$ cat config.mk
export PLATFORM = sky130hd
export DESIGN_NAME = buck_startup_clock
export DESIGN_NICKNAME = d
export VERILOG_FILES = /design/src/hw/buck_start_pkg.sv /design/src/hw/buck_startup_clock.sv /design/src/hw/sync_edge_watch.sv
export SDC_FILE = /design/constraint.sdc
export NUM_CORES = 2
export LEC_CHECK = 0
export ABC_AREA = 1
export ABC_CLOCK_PERIOD_IN_PS = 191000
export BUFFER_PORTS_ARGS = -buffer_cell sky130_fd_sc_hd__clkbuf_2
export CELL_PAD_IN_SITES_DETAIL_PLACEMENT = 1
export CELL_PAD_IN_SITES_GLOBAL_PLACEMENT = 1
export CORE_ASPECT_RATIO = 1.4
export CORE_MARGIN = 2
export CORE_UTILIZATION = 52
export CTS_BUF_LIST = sky130_fd_sc_hd__clkbuf_16
export DETAILED_ROUTE_END_ITERATION = 12
export MAX_ROUTING_LAYER = met4
export PLACE_DENSITY = 0.88
export SETUP_SLACK_MARGIN = 0.4
export SYNTH_ARGS = -nofsm -noshare
export SYNTH_HDL_FRONTEND = slang
export SYNTH_SLANG_ARGS = --single-unit
$ cat constraint.sdc
create_clock -name sys_clk_in -period 191 [get_ports sys_clk_in]
set_input_delay 28.65 -clock sys_clk_in [delete_from_list [all_inputs] [get_ports sys_clk_in]]
set_output_delay 28.65 -clock sys_clk_in [all_outputs]
set_load 0.02 [all_outputs]
$ cat src/hw/buck_start_pkg.sv
// Shared constants for the buck start-up and switching-clock block.
package buck_start_pkg;

  // ----------------------------------------------------------------------
  // Clock and time base
  // ----------------------------------------------------------------------
  localparam int unsigned CLK_HZ        = 25_000_000;
  localparam int unsigned MS_PER_S      = 1000;
  localparam int unsigned CYC_PER_MS    = CLK_HZ / MS_PER_S;
  localparam int unsigned KHZ_PER_HZ    = 1000;

  // ----------------------------------------------------------------------
  // Soft start
  // ----------------------------------------------------------------------
  localparam int unsigned ANALOG_RISE_MS = 2;
  localparam logic [9:0]  REF_FULL_CODE  = 10'h3FF;
  localparam logic [6:0]  DELAY_MAX_MS   = 7'h7F;
  localparam logic [6:0]  RISE_MIN_MS    = 7'h01;

  // ----------------------------------------------------------------------
  // Pre-bias start: steps of one eighth, 16 periods per step
  // ----------------------------------------------------------------------
  localparam int unsigned PB_STEPS       = 8;
  localparam logic [4:0]  PB_CYC_PER_STEP = 5'h10;

  // ----------------------------------------------------------------------
  // Switching frequency
  // ----------------------------------------------------------------------
  localparam logic [10:0] FREQ_DIG_DEFAULT_KHZ = 11'h25F;
  localparam logic [10:0] FREQ_DIG_MIN_KHZ     = 11'h0FA;
  localparam logic [10:0] FREQ_MAX_KHZ         = 11'h5DC;
  localparam logic [10:0] FREQ_ANA_MIN_KHZ     = 11'h132;
  localparam logic [10:0] FREQ_SLEW_KHZ        = 11'h001;
  localparam logic [15:0] SLEW_INTERVAL_CYC    = 16'h0100;
  localparam int unsigned CLK_LOSS_PERIODS     = 2;

  typedef enum logic [4:0] {
    ST_IDLE  = 5'b00001,
    ST_DELAY = 5'b00010,
    ST_RISE  = 5'b00100,
    ST_RUN   = 5'b01000,
    ST_FAULT = 5'b10000
  } start_state_t;

endpackage : buck_start_pkg

$ cat src/hw/buck_startup_clock.sv
// Start-up sequencing and switching-clock control for a buck regulator.
//
// Contract
// RULE_01 - Low-side switch stays off until the first high-side pulse.
// RULE_02 - Pre-bias low-side on-time starts at 1/8, rises 1/8 per 16 periods.
// RULE_03 - Analog/default ramp waits for enable, bus UV and config load.
// RULE_04 - Analog/default reference rises linearly to full in 2 ms.
// RULE_05 - Digital mode delays ramp start 0 to 127 ms in 1 ms steps.
// RULE_06 - Digital mode ramp time is 1 to 127 ms in 1 ms steps.
// RULE_07 - Configurer should keep output slew below 0.4 mV/us.
// RULE_08 - Overcurrent and overvoltage guards stay armed during the ramp.
// RULE_09 - Analog frequency set once from 10-bit pin conversion at init.
// RULE_10 - Sixteen resistor bands map to 306 through 1500 kHz.
// RULE_11 - Analog frequency range spans 306 to 1500 kHz.
// RULE_12 - Digital frequency defaults 607 kHz, programmable 250 to 1500 kHz.
// RULE_13 - Configurer should avoid round frequencies for telemetry.
// RULE_14 - Sync present before init end; its later loss is a fault. Code faults in analog mode only.
// RULE_15 - Sync appearing after init; its loss falls back to free run.
// RULE_16 - Frequency slews gradually toward a new target either way.
// RULE_17 - Ramp slope scales with frequency to keep amplitude constant.
// RULE_18 - Digital free-running frequency comes from a config register.
// RULE_19 - System straps tracking-select low for tracking, high otherwise.
// RULE_20 - Floating address pin at init selects analog mode.
// RULE_21 - Sync lost after two free-running periods without a rising edge.
module buck_startup_clock #(
  parameter int unsigned CYC_PER_MS = buck_start_pkg::CYC_PER_MS
) (
  input  wire logic        sys_clk_in,
  input  wire logic        sys_rst_in,
  input  wire logic        enable_forced_ccm_input_in,
  input  wire logic        power_input_bus_ok_in,
  input  wire logic        config_memory_loaded_in,
  input  wire logic        init_done_in,
  input  wire logic        addr_floating_in,
  input  wire logic        freq_adc_valid_in,
  input  wire logic [9:0]  freq_adc_code_in,
  input  wire logic        freq_set_sync_pin_in,
  input  wire logic [10:0] freq_cfg_khz_in,
  input  wire logic [6:0]  ton_delay_ms_in,
  input  wire logic [6:0]  ton_rise_ms_in,
  input  wire logic        prebias_in,
  input  wire logic        pwm_period_start_in,
  input  wire logic        high_side_pulse_in,
  output logic             analog_mode_out,
  output logic             converting_out,
  output logic             clock_fault_out,
  output logic             sync_locked_out,
  output logic [10:0]      fsw_khz_out,
  output logic [10:0]      ramp_slope_out,
  output logic [9:0]       reference_ramp_dac_out,
  output logic             low_side_enable_out,
  output logic [3:0]       low_side_eighths_out,
  output logic             overcurrent_guard_arm_out,
  output logic             overvoltage_guard_arm_out
);

  // ----------------------------------------------------------------------
  // Frequency band table
  // ----------------------------------------------------------------------
  // RULE_11 bands span 306 to 1500 kHz
  function automatic logic [10:0] band_khz(input logic [3:0] b);
    logic [10:0] k;
    k = 11'h000;
    unique case (b)
      4'h0: k = 11'h132;
      4'h1: k = 11'h164;
      4'h2: k = 11'h190;
      4'h3: k = 11'h1BC;
      4'h4: k = 11'h1F4;
      4'h5: k = 11'h226;
      4'h6: k = 11'h258;
      4'h7: k = 11'h2C2;
      4'h8: k = 11'h2EE;
      4'h9: k = 11'h320;
      4'hA: k = 11'h39B;
      4'hB: k = 11'h3E8;
      4'hC: k = 11'h443;
      4'hD: k = 11'h4B0;
      4'hE: k = 11'h535;
      4'hF: k = 11'h5DC;
    endcase
    return k;
  endfunction

  // ----------------------------------------------------------------------
  // Mode and frequency capture at initialization
  // ----------------------------------------------------------------------
  logic        init_seen_q,  init_seen_d;
  logic        analog_q,     analog_d;
  logic [10:0] free_khz_q,   free_khz_d;
  logic        sync_at_init_q, sync_at_init_d;
  logic        sync_edge, sync_present;
  logic [15:0] sync_period, loss_limit, free_period;
  logic [10:0] cfg_clamped;

  always_comb
  begin
    cfg_clamped = freq_cfg_khz_in;
    if (cfg_clamped < buck_start_pkg::FREQ_DIG_MIN_KHZ)
      cfg_clamped = buck_start_pkg::FREQ_DIG_MIN_KHZ;
    else if (cfg_clamped > buck_start_pkg::FREQ_MAX_KHZ)
      cfg_clamped = buck_start_pkg::FREQ_MAX_KHZ;
  end

  always_comb
  begin
    init_seen_d    = init_seen_q | init_done_in;
    analog_d       = analog_q;
    free_khz_d     = free_khz_q;
    sync_at_init_d = sync_at_init_q;
    if (!init_seen_q)
    begin
      // RULE_20 mode strap
      analog_d = addr_floating_in;
      sync_at_init_d = sync_present;
      // RULE_09 analog capture once
      if (addr_floating_in && freq_adc_valid_in)
        // RULE_10 band decode
        free_khz_d = band_khz(freq_adc_code_in[9:6]);
    end
    // RULE_18 digital register frequency
    if (init_seen_q ? !analog_q : !addr_floating_in)
      // RULE_12 digital range clamp
      free_khz_d = cfg_clamped;
  end

  always_ff @(posedge sys_clk_in or posedge sys_rst_in)
  begin
    if (sys_rst_in)
    begin
      init_seen_q    <= 1'b0;
      analog_q       <= 1'b0;
      free_khz_q     <= buck_start_pkg::FREQ_DIG_DEFAULT_KHZ;
      sync_at_init_q <= 1'b0;
    end
    else
    begin
      init_seen_q    <= init_seen_d;
      analog_q       <= analog_d;
      free_khz_q     <= free_khz_d;
      sync_at_init_q <= sync_at_init_d;
    end
  end

  // ----------------------------------------------------------------------
  // External sync watch
  // ----------------------------------------------------------------------
  assign free_period = 16'(buck_start_pkg::CLK_HZ /
                           (buck_start_pkg::KHZ_PER_HZ * int'(free_khz_q)));
  // RULE_21 two free-running periods
  assign loss_limit  = 16'(buck_start_pkg::CLK_LOSS_PERIODS *
                           int'(free_period));

  sync_edge_watch u_watch (
    .sys_clk_in  (sys_clk_in),
    .sys_rst_in  (sys_rst_in),
    .sync_in     (freq_set_sync_pin_in),
    .limit_in    (loss_limit),
    .edge_out    (sync_edge),
    .present_out (sync_present),
    .period_out  (sync_period)
  );

  // ----------------------------------------------------------------------
  // Frequency slew and ramp slope
  // ----------------------------------------------------------------------
  logic [10:0] fsw_q,    fsw_d;
  logic [15:0] slew_q,   slew_d;
  logic [10:0] target;
  logic        fault_q,  fault_d;

  always_comb
  begin
    // RULE_15 free-run target without sync
    target = free_khz_q;
    if (sync_present && sync_period != 16'h0000)
      target = 11'(buck_start_pkg::CLK_HZ /
                   (buck_start_pkg::KHZ_PER_HZ * int'(sync_period)));
    fsw_d  = fsw_q;
    slew_d = slew_q + 16'h0001;
    // RULE_16 gradual slew toward target
    if (slew_q >= buck_start_pkg::SLEW_INTERVAL_CYC)
    begin
      slew_d = 16'h0000;
      if (fsw_q < target)
        fsw_d = fsw_q + buck_start_pkg::FREQ_SLEW_KHZ;
      else if (fsw_q > target)
        fsw_d = fsw_q - buck_start_pkg::FREQ_SLEW_KHZ;
    end
    if (!init_seen_q)
      fsw_d = free_khz_d;
    fault_d = fault_q;
    // RULE_14 loss of init-time sync is fatal in analog mode
    if (init_seen_q && analog_q && sync_at_init_q && !sync_present)
      fault_d = 1'b1;
  end

  always_ff @(posedge sys_clk_in or posedge sys_rst_in)
  begin
    if (sys_rst_in)
    begin
      fsw_q   <= buck_start_pkg::FREQ_DIG_DEFAULT_KHZ;
      slew_q  <= 16'h0000;
      fault_q <= 1'b0;
    end
    else
    begin
      fsw_q   <= fsw_d;
      slew_q  <= slew_d;
      fault_q <= fault_d;
    end
  end

  // ----------------------------------------------------------------------
  // Soft-start sequencer
  // ----------------------------------------------------------------------
  buck_start_pkg::start_state_t st_q,   st_d;
  logic [31:0]                  tick_q, tick_d;
  logic [6:0]                   ms_q,   ms_d;
  logic [9:0]                   dac_q,  dac_d;
  logic [31:0]                  rise_cyc;
  logic                         go;

  // RULE_03 three start conditions plus init seen and no clock fault
  assign go = enable_forced_ccm_input_in & power_input_bus_ok_in &
              config_memory_loaded_in & init_seen_q & !fault_q;
  always_comb
  begin
    // RULE_06 digital rise time
    rise_cyc = CYC_PER_MS *
               int'((ton_rise_ms_in < buck_start_pkg::RISE_MIN_MS) ?
                    buck_start_pkg::RISE_MIN_MS : ton_rise_ms_in);
    // RULE_04 analog 2 ms rise
    if (analog_q)
      rise_cyc = CYC_PER_MS * buck_start_pkg::ANALOG_RISE_MS;
  end

  always_comb
  begin
    st_d   = st_q;
    tick_d = tick_q;
    ms_d   = ms_q;
    dac_d  = dac_q;
    unique case (st_q)
      buck_start_pkg::ST_IDLE:
      begin
        dac_d  = 10'h000;
        tick_d = 32'h0000_0000;
        ms_d   = 7'h00;
        if (go)
          st_d = analog_q ? buck_start_pkg::ST_RISE
                          : buck_start_pkg::ST_DELAY;
      end
      buck_start_pkg::ST_DELAY:
      begin
        // RULE_05 turn-on delay in ms
        if (ms_q >= ton_delay_ms_in)
        begin
          st_d   = buck_start_pkg::ST_RISE;
          tick_d = 32'h0000_0000;
        end
        else if (tick_q >= 32'(CYC_PER_MS - 1))
        begin
          tick_d = 32'h0000_0000;
          ms_d   = ms_q + 7'h01;
        end
        else
          tick_d = tick_q + 32'h0000_0001;
      end
      buck_start_pkg::ST_RISE:
      begin
        tick_d = tick_q + 32'h0000_0001;
        dac_d  = 10'((tick_q * 32'(buck_start_pkg::REF_FULL_CODE)) /
                     rise_cyc);
        if (tick_q >= rise_cyc)
        begin
          dac_d = buck_start_pkg::REF_FULL_CODE;
          st_d  = buck_start_pkg::ST_RUN;
        end
      end
      buck_start_pkg::ST_RUN:
        dac_d = buck_start_pkg::REF_FULL_CODE;
      buck_start_pkg::ST_FAULT:
        dac_d = 10'h000;
      default:
        st_d = buck_start_pkg::ST_IDLE;
    endcase
    if (!go && st_q != buck_start_pkg::ST_FAULT)
      st_d = buck_start_pkg::ST_IDLE;
    if (fault_q)
      st_d = buck_start_pkg::ST_FAULT;
  end

  always_ff @(posedge sys_clk_in or posedge sys_rst_in)
  begin
    if (sys_rst_in)
    begin
      st_q   <= buck_start_pkg::ST_IDLE;
      tick_q <= 32'h0000_0000;
      ms_q   <= 7'h00;
      dac_q  <= 10'h000;
    end
    else
    begin
      st_q   <= st_d;
      tick_q <= tick_d;
      ms_q   <= ms_d;
      dac_q  <= dac_d;
    end
  end

  // ----------------------------------------------------------------------
  // Pre-bias low-side switch ramp
  // ----------------------------------------------------------------------
  logic       hs_seen_q, hs_seen_d;
  logic [3:0] eighth_q,  eighth_d;
  logic [4:0] per_q,     per_d;
  logic       conv;

  assign conv = (st_q == buck_start_pkg::ST_RISE) ||
                (st_q == buck_start_pkg::ST_RUN);

  always_comb
  begin
    hs_seen_d = hs_seen_q;
    eighth_d  = eighth_q;
    per_d     = per_q;
    if (!conv)
    begin
      hs_seen_d = 1'b0;
      eighth_d  = 4'h1;
      per_d     = 5'h00;
    end
    else
    begin
      // RULE_01 wait for first high-side pulse
      if (high_side_pulse_in)
        hs_seen_d = 1'b1;
      // RULE_02 one-eighth steps, 16 periods each
      if (hs_seen_q && pwm_period_start_in &&
          eighth_q < 4'(buck_start_pkg::PB_STEPS))
      begin
        if (per_q >= buck_start_pkg::PB_CYC_PER_STEP - 5'h01)
        begin
          per_d    = 5'h00;
          eighth_d = eighth_q + 4'h1;
        end
        else
          per_d = per_q + 5'h01;
      end
    end
  end

  always_ff @(posedge sys_clk_in or posedge sys_rst_in)
  begin
    if (sys_rst_in)
    begin
      hs_seen_q <= 1'b0;
      eighth_q  <= 4'h1;
      per_q     <= 5'h00;
    end
    else
    begin
      hs_seen_q <= hs_seen_d;
      eighth_q  <= eighth_d;
      per_q     <= per_d;
    end
  end

  // ----------------------------------------------------------------------
  // Registered outputs
  // ----------------------------------------------------------------------
  always_ff @(posedge sys_clk_in or posedge sys_rst_in)
  begin
    if (sys_rst_in)
    begin
      analog_mode_out           <= 1'b0;
      converting_out            <= 1'b0;
      clock_fault_out           <= 1'b0;
      sync_locked_out           <= 1'b0;
      fsw_khz_out               <= buck_start_pkg::FREQ_DIG_DEFAULT_KHZ;
      ramp_slope_out            <= buck_start_pkg::FREQ_DIG_DEFAULT_KHZ;
      reference_ramp_dac_out    <= 10'h000;
      low_side_enable_out       <= 1'b0;
      low_side_eighths_out      <= 4'h0;
      overcurrent_guard_arm_out <= 1'b1;
      overvoltage_guard_arm_out <= 1'b1;
    end
    else
    begin
      analog_mode_out        <= analog_q;
      converting_out         <= conv;
      clock_fault_out        <= fault_q;
      sync_locked_out        <= sync_present;
      fsw_khz_out            <= fsw_q;
      // RULE_17 slope tracks frequency
      ramp_slope_out         <= fsw_q;
      reference_ramp_dac_out <= dac_q;
      low_side_enable_out    <= conv & hs_seen_q;
      low_side_eighths_out   <= (conv & hs_seen_q) ? eighth_q : 4'h0;
      // RULE_08 guards never masked
      overcurrent_guard_arm_out <= 1'b1;
      overvoltage_guard_arm_out <= 1'b1;
    end
  end

endmodule // buck_startup_clock

$ cat src/hw/sync_edge_watch.sv
// Sync clock edge detector and loss timer.
module sync_edge_watch (
  input  wire logic        sys_clk_in,
  input  wire logic        sys_rst_in,
  input  wire logic        sync_in,
  input  wire logic [15:0] limit_in,
  output logic             edge_out,
  output logic             present_out,
  output logic [15:0]      period_out
);

  logic        last_q,  last_d;
  logic [15:0] cnt_q,   cnt_d;
  logic        pres_q,  pres_d;
  logic [15:0] per_q,   per_d;
  logic        rise;

  assign rise        = sync_in & ~last_q;
  assign edge_out    = rise;
  assign present_out = pres_q;
  assign period_out  = per_q;

  always_comb
  begin
    last_d = sync_in;
    cnt_d  = cnt_q;
    pres_d = pres_q;
    per_d  = per_q;
    if (rise)
    begin
      per_d  = cnt_q;
      cnt_d  = 16'h0000;
      pres_d = 1'b1;
    end
    else if (cnt_q >= limit_in)
      pres_d = 1'b0;
    else
      cnt_d = cnt_q + 16'h0001;
  end

  always_ff @(posedge sys_clk_in or posedge sys_rst_in)
  begin
    if (sys_rst_in)
    begin
      last_q <= 1'b0;
      cnt_q  <= 16'h0000;
      pres_q <= 1'b0;
      per_q  <= 16'h0000;
    end
    else
    begin
      last_q <= last_d;
      cnt_q  <= cnt_d;
      pres_q <= pres_d;
      per_q  <= per_d;
    end
  end

endmodule // sync_edge_watch

* Yosys cells after proc, flatten, opt, wreduce, memory -nomap -nowiden
Memory sizes are Yosys's and may differ from the RTL's.
Index checks and enable logic that the tools add are counted.
** Word-level totals
- Register bits :: 170
- Memory bits (read-only) :: 176
- Input port bits :: 47
- Memories :: 1
** Operators by class
- Add/sub/neg operators :: 8
- $mul :: 4
- Div/mod/pow operators :: 3
- Order comparisons :: 12
- Eq/ne operators :: 18
- Mux-type cells :: 42
- Bitwise gates (word level) :: 8
- Reductions and logical operators :: 25
** Memory list
- (no name shown) :: words 16, bits a word 11, rd ports 1, clocked after Yosys merged registers in 0, write ports 0, line buck_startup_clock.sv:64 : unique case (b)
** Operators by type and width (number)
- 11-bit two-way mux :: 10
- 32-bit case mux with 3 select lines :: 1
- 32-bit two-way mux :: 2
- 16-bit two-way mux :: 3
- 5-bit two-way mux :: 8
- 16-bit by 1-bit adder with 16-bit output (second input constant) :: 2
- 32-bit by 1-bit adder with 32-bit output (second input constant) :: 1
- 25-bit by 21-bit divider with 32-bit output (first input constant) :: 1
- 25-bit by 26-bit divider with 32-bit output (first input constant) :: 1
- 32-bit by 32-bit divider with 32-bit output :: 1
- 32-bit by 15-bit greater-or-equal comparator with 1-bit output (second input constant) :: 1
- 32-bit greater-or-equal comparator :: 1
- 32-bit by 10-bit multiplier with 32-bit output (second input constant) :: 1
- 10-bit case mux with 3 select lines :: 1
- 7-bit by 16-bit multiplier with 23-bit output (first input constant) :: 1
- 22-bit two-way mux :: 1
- 7-bit two-way mux :: 3
- 5-bit case mux with 4 select lines :: 1
- 12-bit by 7-bit multiplier with 19-bit output (first input constant) :: 1
- 7-bit by 11-bit multiplier with 18-bit output (first input constant) :: 1
- 16-bit greater-or-equal comparator :: 1
- 16-bit by 9-bit greater-or-equal comparator with 1-bit output (second input constant) :: 1
- 4-bit two-way mux :: 4
- 16-bit nonzero test :: 1
- other kinds (39) :: 71

* Logic depth before layout (Yosys ltp)
- Word-level depth :: 9
- Depth in mapped cells :: 646
- Mapped depth without buffers :: 618

* Cells and area by module
Synthesis repeated with hierarchy kept, for this count alone.
** Unflattened totals
- Cell total of the unflattened synthesis :: 12578
- Area, all modules :: 80392.1 um^2
** Modules (own cells, without submodules)
- buck_startup_clock :: instances 1, cells each 12285, area each 78190.0 um^2, seq. area each 3432.0 um^2
- sync_edge_watch :: instances 1, cells each 293, area each 2202.1 um^2, seq. area each 850.8 um^2

* Worst setup path before layout
Ideal clock, no wire load.
- Path type :: input port to flip-flop
- From :: input port ton_rise_ms_in[5]
- To :: register dac_q[0]
- Data arrival time :: 111.074 ns
- Slack :: 79.789 ns
- Stages :: 622
- Buffers on the path :: 28
- Path through :: inv_1 > ha_1 > nand3_1 > nand2_1 > inv_1 > ha_1 > fa_1 > inv_1 > fa_1 > inv_1 > ha_1 > ha_1 > nand2_2 > inv_1 > nand2_2 > nand3_2 > o21ai_0 > nand2_1 > [... 586 more ...] > o21ai_0 > ha_1 > a21oi_1 > o221ai_1 > a21oi_1 > nor3b_1 > a211oi_1 > o221ai_1 > nand4_1 > o211ai_1 > nand3_1 > nand4_1 > a21oi_1 > nand3_1 > nor2_1 > nand2_1 > nand2_1 > a21oi_1
** On the way
- Cells in the longest elaborated chain, start to end :: 7
- Elaborated cells between the ends (all ways) :: 8
- Those cells by class :: mul (1); div (1); order compare (2); mux (4)
** RTL lines
- from (decl) :: line buck_startup_clock.sv:40 : input wire logic [6:0] ton_rise_ms_in,
- 7-bit by 1-bit less-than comparator with 1-bit output :: line buck_startup_clock.sv:231 : int'((ton_rise_ms_in < buck_start_pkg::RISE_MIN_MS) ?
- 7-bit two-way mux (*) :: line buck_startup_clock.sv:231
- 12-bit by 7-bit multiplier with 19-bit output (*) :: line buck_startup_clock.sv:230 : rise_cyc = CYC_PER_MS *
- 22-bit two-way mux (*) :: line buck_startup_clock.sv:234 : if (analog_q)
- 32-bit by 32-bit divider with 32-bit output or 32-bit greater-or-equal comparator (tied branches) :: line buck_startup_clock.sv:273, buck_startup_clock.sv:275
- 10-bit two-way mux (*) :: line buck_startup_clock.sv:275 : if (tick_q >= rise_cyc)
- 10-bit case mux with 3 select lines (*) :: line buck_startup_clock.sv:244 : unique case (st_q)
- to (signal assigned) :: line buck_startup_clock.sv:301 : dac_q <= 10'h000;
- to (signal assigned) :: line buck_startup_clock.sv:308 : dac_q <= dac_d;
- to (decl) :: line buck_startup_clock.sv:220 : logic [9:0] dac_q, dac_d;
Mark *: on every way between the ends. The rest lies on a longest branch, timed or not.
A chain may end at the register's enable or synchronous reset.

* Worst setup path after layout
- From :: input port ton_rise_ms_in[1]
- To :: register dac_q[0]
Same word-level chain as after synthesis.

==> impl_metrics.yaml <==
outcome:
  status: "complete, no violations"
global_route:
  antenna_found_initial: 7
  overflow: 0
  gr-usage-all-layers: 0.3429
  grt_pass1_vias: 92354
  grt_pass1_wl_microns: 436000
  largest_net_degree_at_the_start_of_global_routing: 63
critical_path:
  critical_path_buf_inv_count: 130
  cpMaxStageDelayCell: "sky130_fd_sc_hd__inv_1"
  critical_path_required_ns: 191.40
  startpoint_to_endpoint_class_of_the_critical_path: "input pin to register"
  cp.arrival_ns: 129.84
  critPathCaptureType: "register"
  worst_setup_path_start_kind: "input pin"
  critical_path.max_fanout: 33
  max_stage_delay_ns: 0.72
  timing.critical_path.max_delay_family: "compound AO/OA/AOI/OAI gates"
synthesis:
  postSynth.topFlopCell: "sky130_fd_sc_hd__dfrtp_1"
  yosys.cell_types.count: 88
  yosys_register_bits: 170
  synth_top_family_by_area: "adder cells"
  synth_simple_gate_area_frac: 0.2668
  synth_area_sq_mm: 0.07984
  synth_xor_area_frac: 0.1009
  synth-edff-count: 0
  ys_seq_area_frac: 0.05365
  top_area_cell_type_share_of_the_netlist_area: 0.2243
  top_area_cells_in_the_synthesized_netlist: "sky130_fd_sc_hd__ha_1 22%, sky130_fd_sc_hd__nand2_1 13%, sky130_fd_sc_hd__inv_1 8.7%"
  synth_async_sr_flop_share: 1.000
  synthMuxAreaShare: 0.0006426
  yosys.cell_count.top_type: "sky130_fd_sc_hd__nand2_1"
  top_cells_by_instance_count_after_synthesis: "2684 x sky130_fd_sc_hd__nand2_1, 1844 x sky130_fd_sc_hd__inv_1, 1431 x sky130_fd_sc_hd__ha_1"
  compound_cell_area_share_of_the_yosys_netlist: 0.1869
  ys_warn_count: 0
  synth_cells: 12454
  synth_adder_area_share: 0.2867
  synth_area_leader_cell: "sky130_fd_sc_hd__ha_1"
  syn_area_per_cell_sq_um: 6.411
cells_and_area:
  drive_gt1_frac: 0.05770
  area.growth.synth_to_final_pct: 4.045
  num-nets-final: 14158
die:
  die_y_microns: 467.6
  core_region_area_sq_mm: 0.1529
  floorplan.rows: 170
  io_pins: 90
  initial_utilization: 0.5220
  die_width_microns: 335.2
  floorplan.die_area_sq_mm: 0.1567
route:
  vias_per_cell: 5.824
  route.vias.total: 84027
  detailedRoute.firstPassIterationCount: 5
  drt-initial-drc-count: 2959
  postRouteAntennaNets: 0
  wirelength_microns: 263000
  drc: 0
  wl_per_cell_microns: 18.23
hold_path:
  timing.hold.worst.class: "register to register"
clocking:
  clk_latency_ns: 0.56
  number_of_buffers_inserted_to_repair_setup_after_cts: 0
  tritoncts: "built"
  cts_num_sinks: 170
  htree_num_levels: 4
  clock_path_buffers: 2
  post_cts_resized: 0
  clockRootBuffer: "sky130_fd_sc_hd__clkbuf_16"
  cts.hold.buffers_added: 0
  tritoncts.num_buffers: 17
  clk_transition_reported_paths_ns: 0.07
timing:
  slew_at_the_pin_closest_to_its_max_slew_limit_ns: 1.151
  final_report_max_slew_violation_count: 0
  grt_setup_unrepaired: "false"
  finalSetupViolCount: 0
  skew_ns: 0.02692
  achievable-frequency_mhz: 7.726
  worst_slew_margin_rel: 0.2317
  hold_fails_final_rpt: 0
  post-route-min-period_ns: 129.44
  timing.setup.tns_ns: 0
  final.period_utilization: 0.6777
run:
  max-cap-violations: 0
placement:
  io_buffers: 80
  gpl.final_weighted_congestion: 0.9288
  dpl.hpwl_microns: 221600
==> layer usage <==
metal | vias to the layer above | GRT usage | wire [microns]
li1 | 40973 | - | -
met2 | 1380 | 0.6666 | 141200
met3 | 863 | 0.02849 | 6439
met5 | - | - | 0
met4 | 0 | 0.1820 | 15550
met1 | 40811 | 0.3334 | 99790
==> registers in the layout, indices dropped and copies added (netlist names), 4 cells and up <==
signal and flops:
tick_q 32, slew_q 16, u_watch.cnt_q 16, u_watch.period_out 16, free_khz_q 11, fsw_q 11, ramp_slope_out 11, dac_q 10
reference_ramp_dac_out 10, ms_q 7, per_q 5, st_q 5, eighth_q 4, low_side_eighths_out 4
==> cells by family (layout without fill, tap and decap cells) <==
logic type / count (synthesis) / after routing
xor gates and xnor gates: 918 / 918
AOI/OAI and AO/OA: 2684 / 2684
adders and majority gates: 1680 / 1680
buffers and inverters: 2127 / 2108
other: 2 / 17
and+or+nand+nor: 4868 / 4868
muxes: 5 / 5
DFF: 170 / 170
==> per-stage QoR <==
step,util,std cells,cell area [sq um],worst slack (ns),hold WS [ns]
2_1_floorplan,-,12463,79870,79.79,0.3540
5_1_grt,0.5431,14426,83060,51.15,0.3995
6_report,0.5431,14428,83070,61.56,0.3856
4_1_cts,0.5431,14422,83050,62.05,0.3865
3_5_place_dp,0.5391,14390,82450,61.82,0.3702
3_3_place_gp,0.5391,14390,82450,67.39,0.3633
==> area by class of cell <==
cell class | instances | area [sq um]
fill | 21428 | 69870
multi-input combinational | 10166 | 67450
inverter | 1907 | 7173
sequential | 170 | 4284
tap | 1978 | 2475
timing repair buffer | 169 | 1069
clock buffer | 20 | 500.5
clock inverter | 12 | 100.1
antenna | 6 | 15.01
==> final timing paths <==
kind,startpoint,end,slack [ns],depth (start not counted)
max,ton_rise_ms_in[1],dac_q[0]$_DFFE_PP0P_,61.56,593
min,dac_q[6]$_DFFE_PP0P_,reference_ramp_dac_out[6]$_DFF_PP0_,0.39,0
max reg2reg,tick_q[7]$_DFFE_PP0N_,dac_q[0]$_DFFE_PP0P_,88.12,598
min reg2reg,dac_q[6]$_DFFE_PP0P_,reference_ramp_dac_out[6]$_DFF_PP0_,0.39,0
max in group asynchronous,sys_rst_in,u_watch.period_out[0]$_DFFE_PP0P_,161.51,3
min in group asynchronous,sys_rst_in,eighth_q[2]$_DFFE_PP0P_,28.11,2
==> layout by cell type (no fill, tap or decap), types with 97 or more instances in the layout <==
master and count:
sky130_fd_sc_hd__nand2_1 2684, sky130_fd_sc_hd__o21ai_0 892, sky130_fd_sc_hd__nand3_1 609, sky130_fd_sc_hd__xor2_1 559, sky130_fd_sc_hd__or2_2 127, sky130_fd_sc_hd__xnor2_1 345
sky130_fd_sc_hd__dfrtp_1 146, sky130_fd_sc_hd__a21oi_1 1134, sky130_fd_sc_hd__fa_1 249, sky130_fd_sc_hd__ha_1 1431, sky130_fd_sc_hd__nand4_1 149, sky130_fd_sc_hd__inv_1 1845
sky130_fd_sc_hd__nor3_1 97, sky130_fd_sc_hd__o21bai_1 187, sky130_fd_sc_hd__nor2_1 862
Power is not shown: default switching activity piles up to over one toggle a cycle in this logic, so the estimate is an artifact.
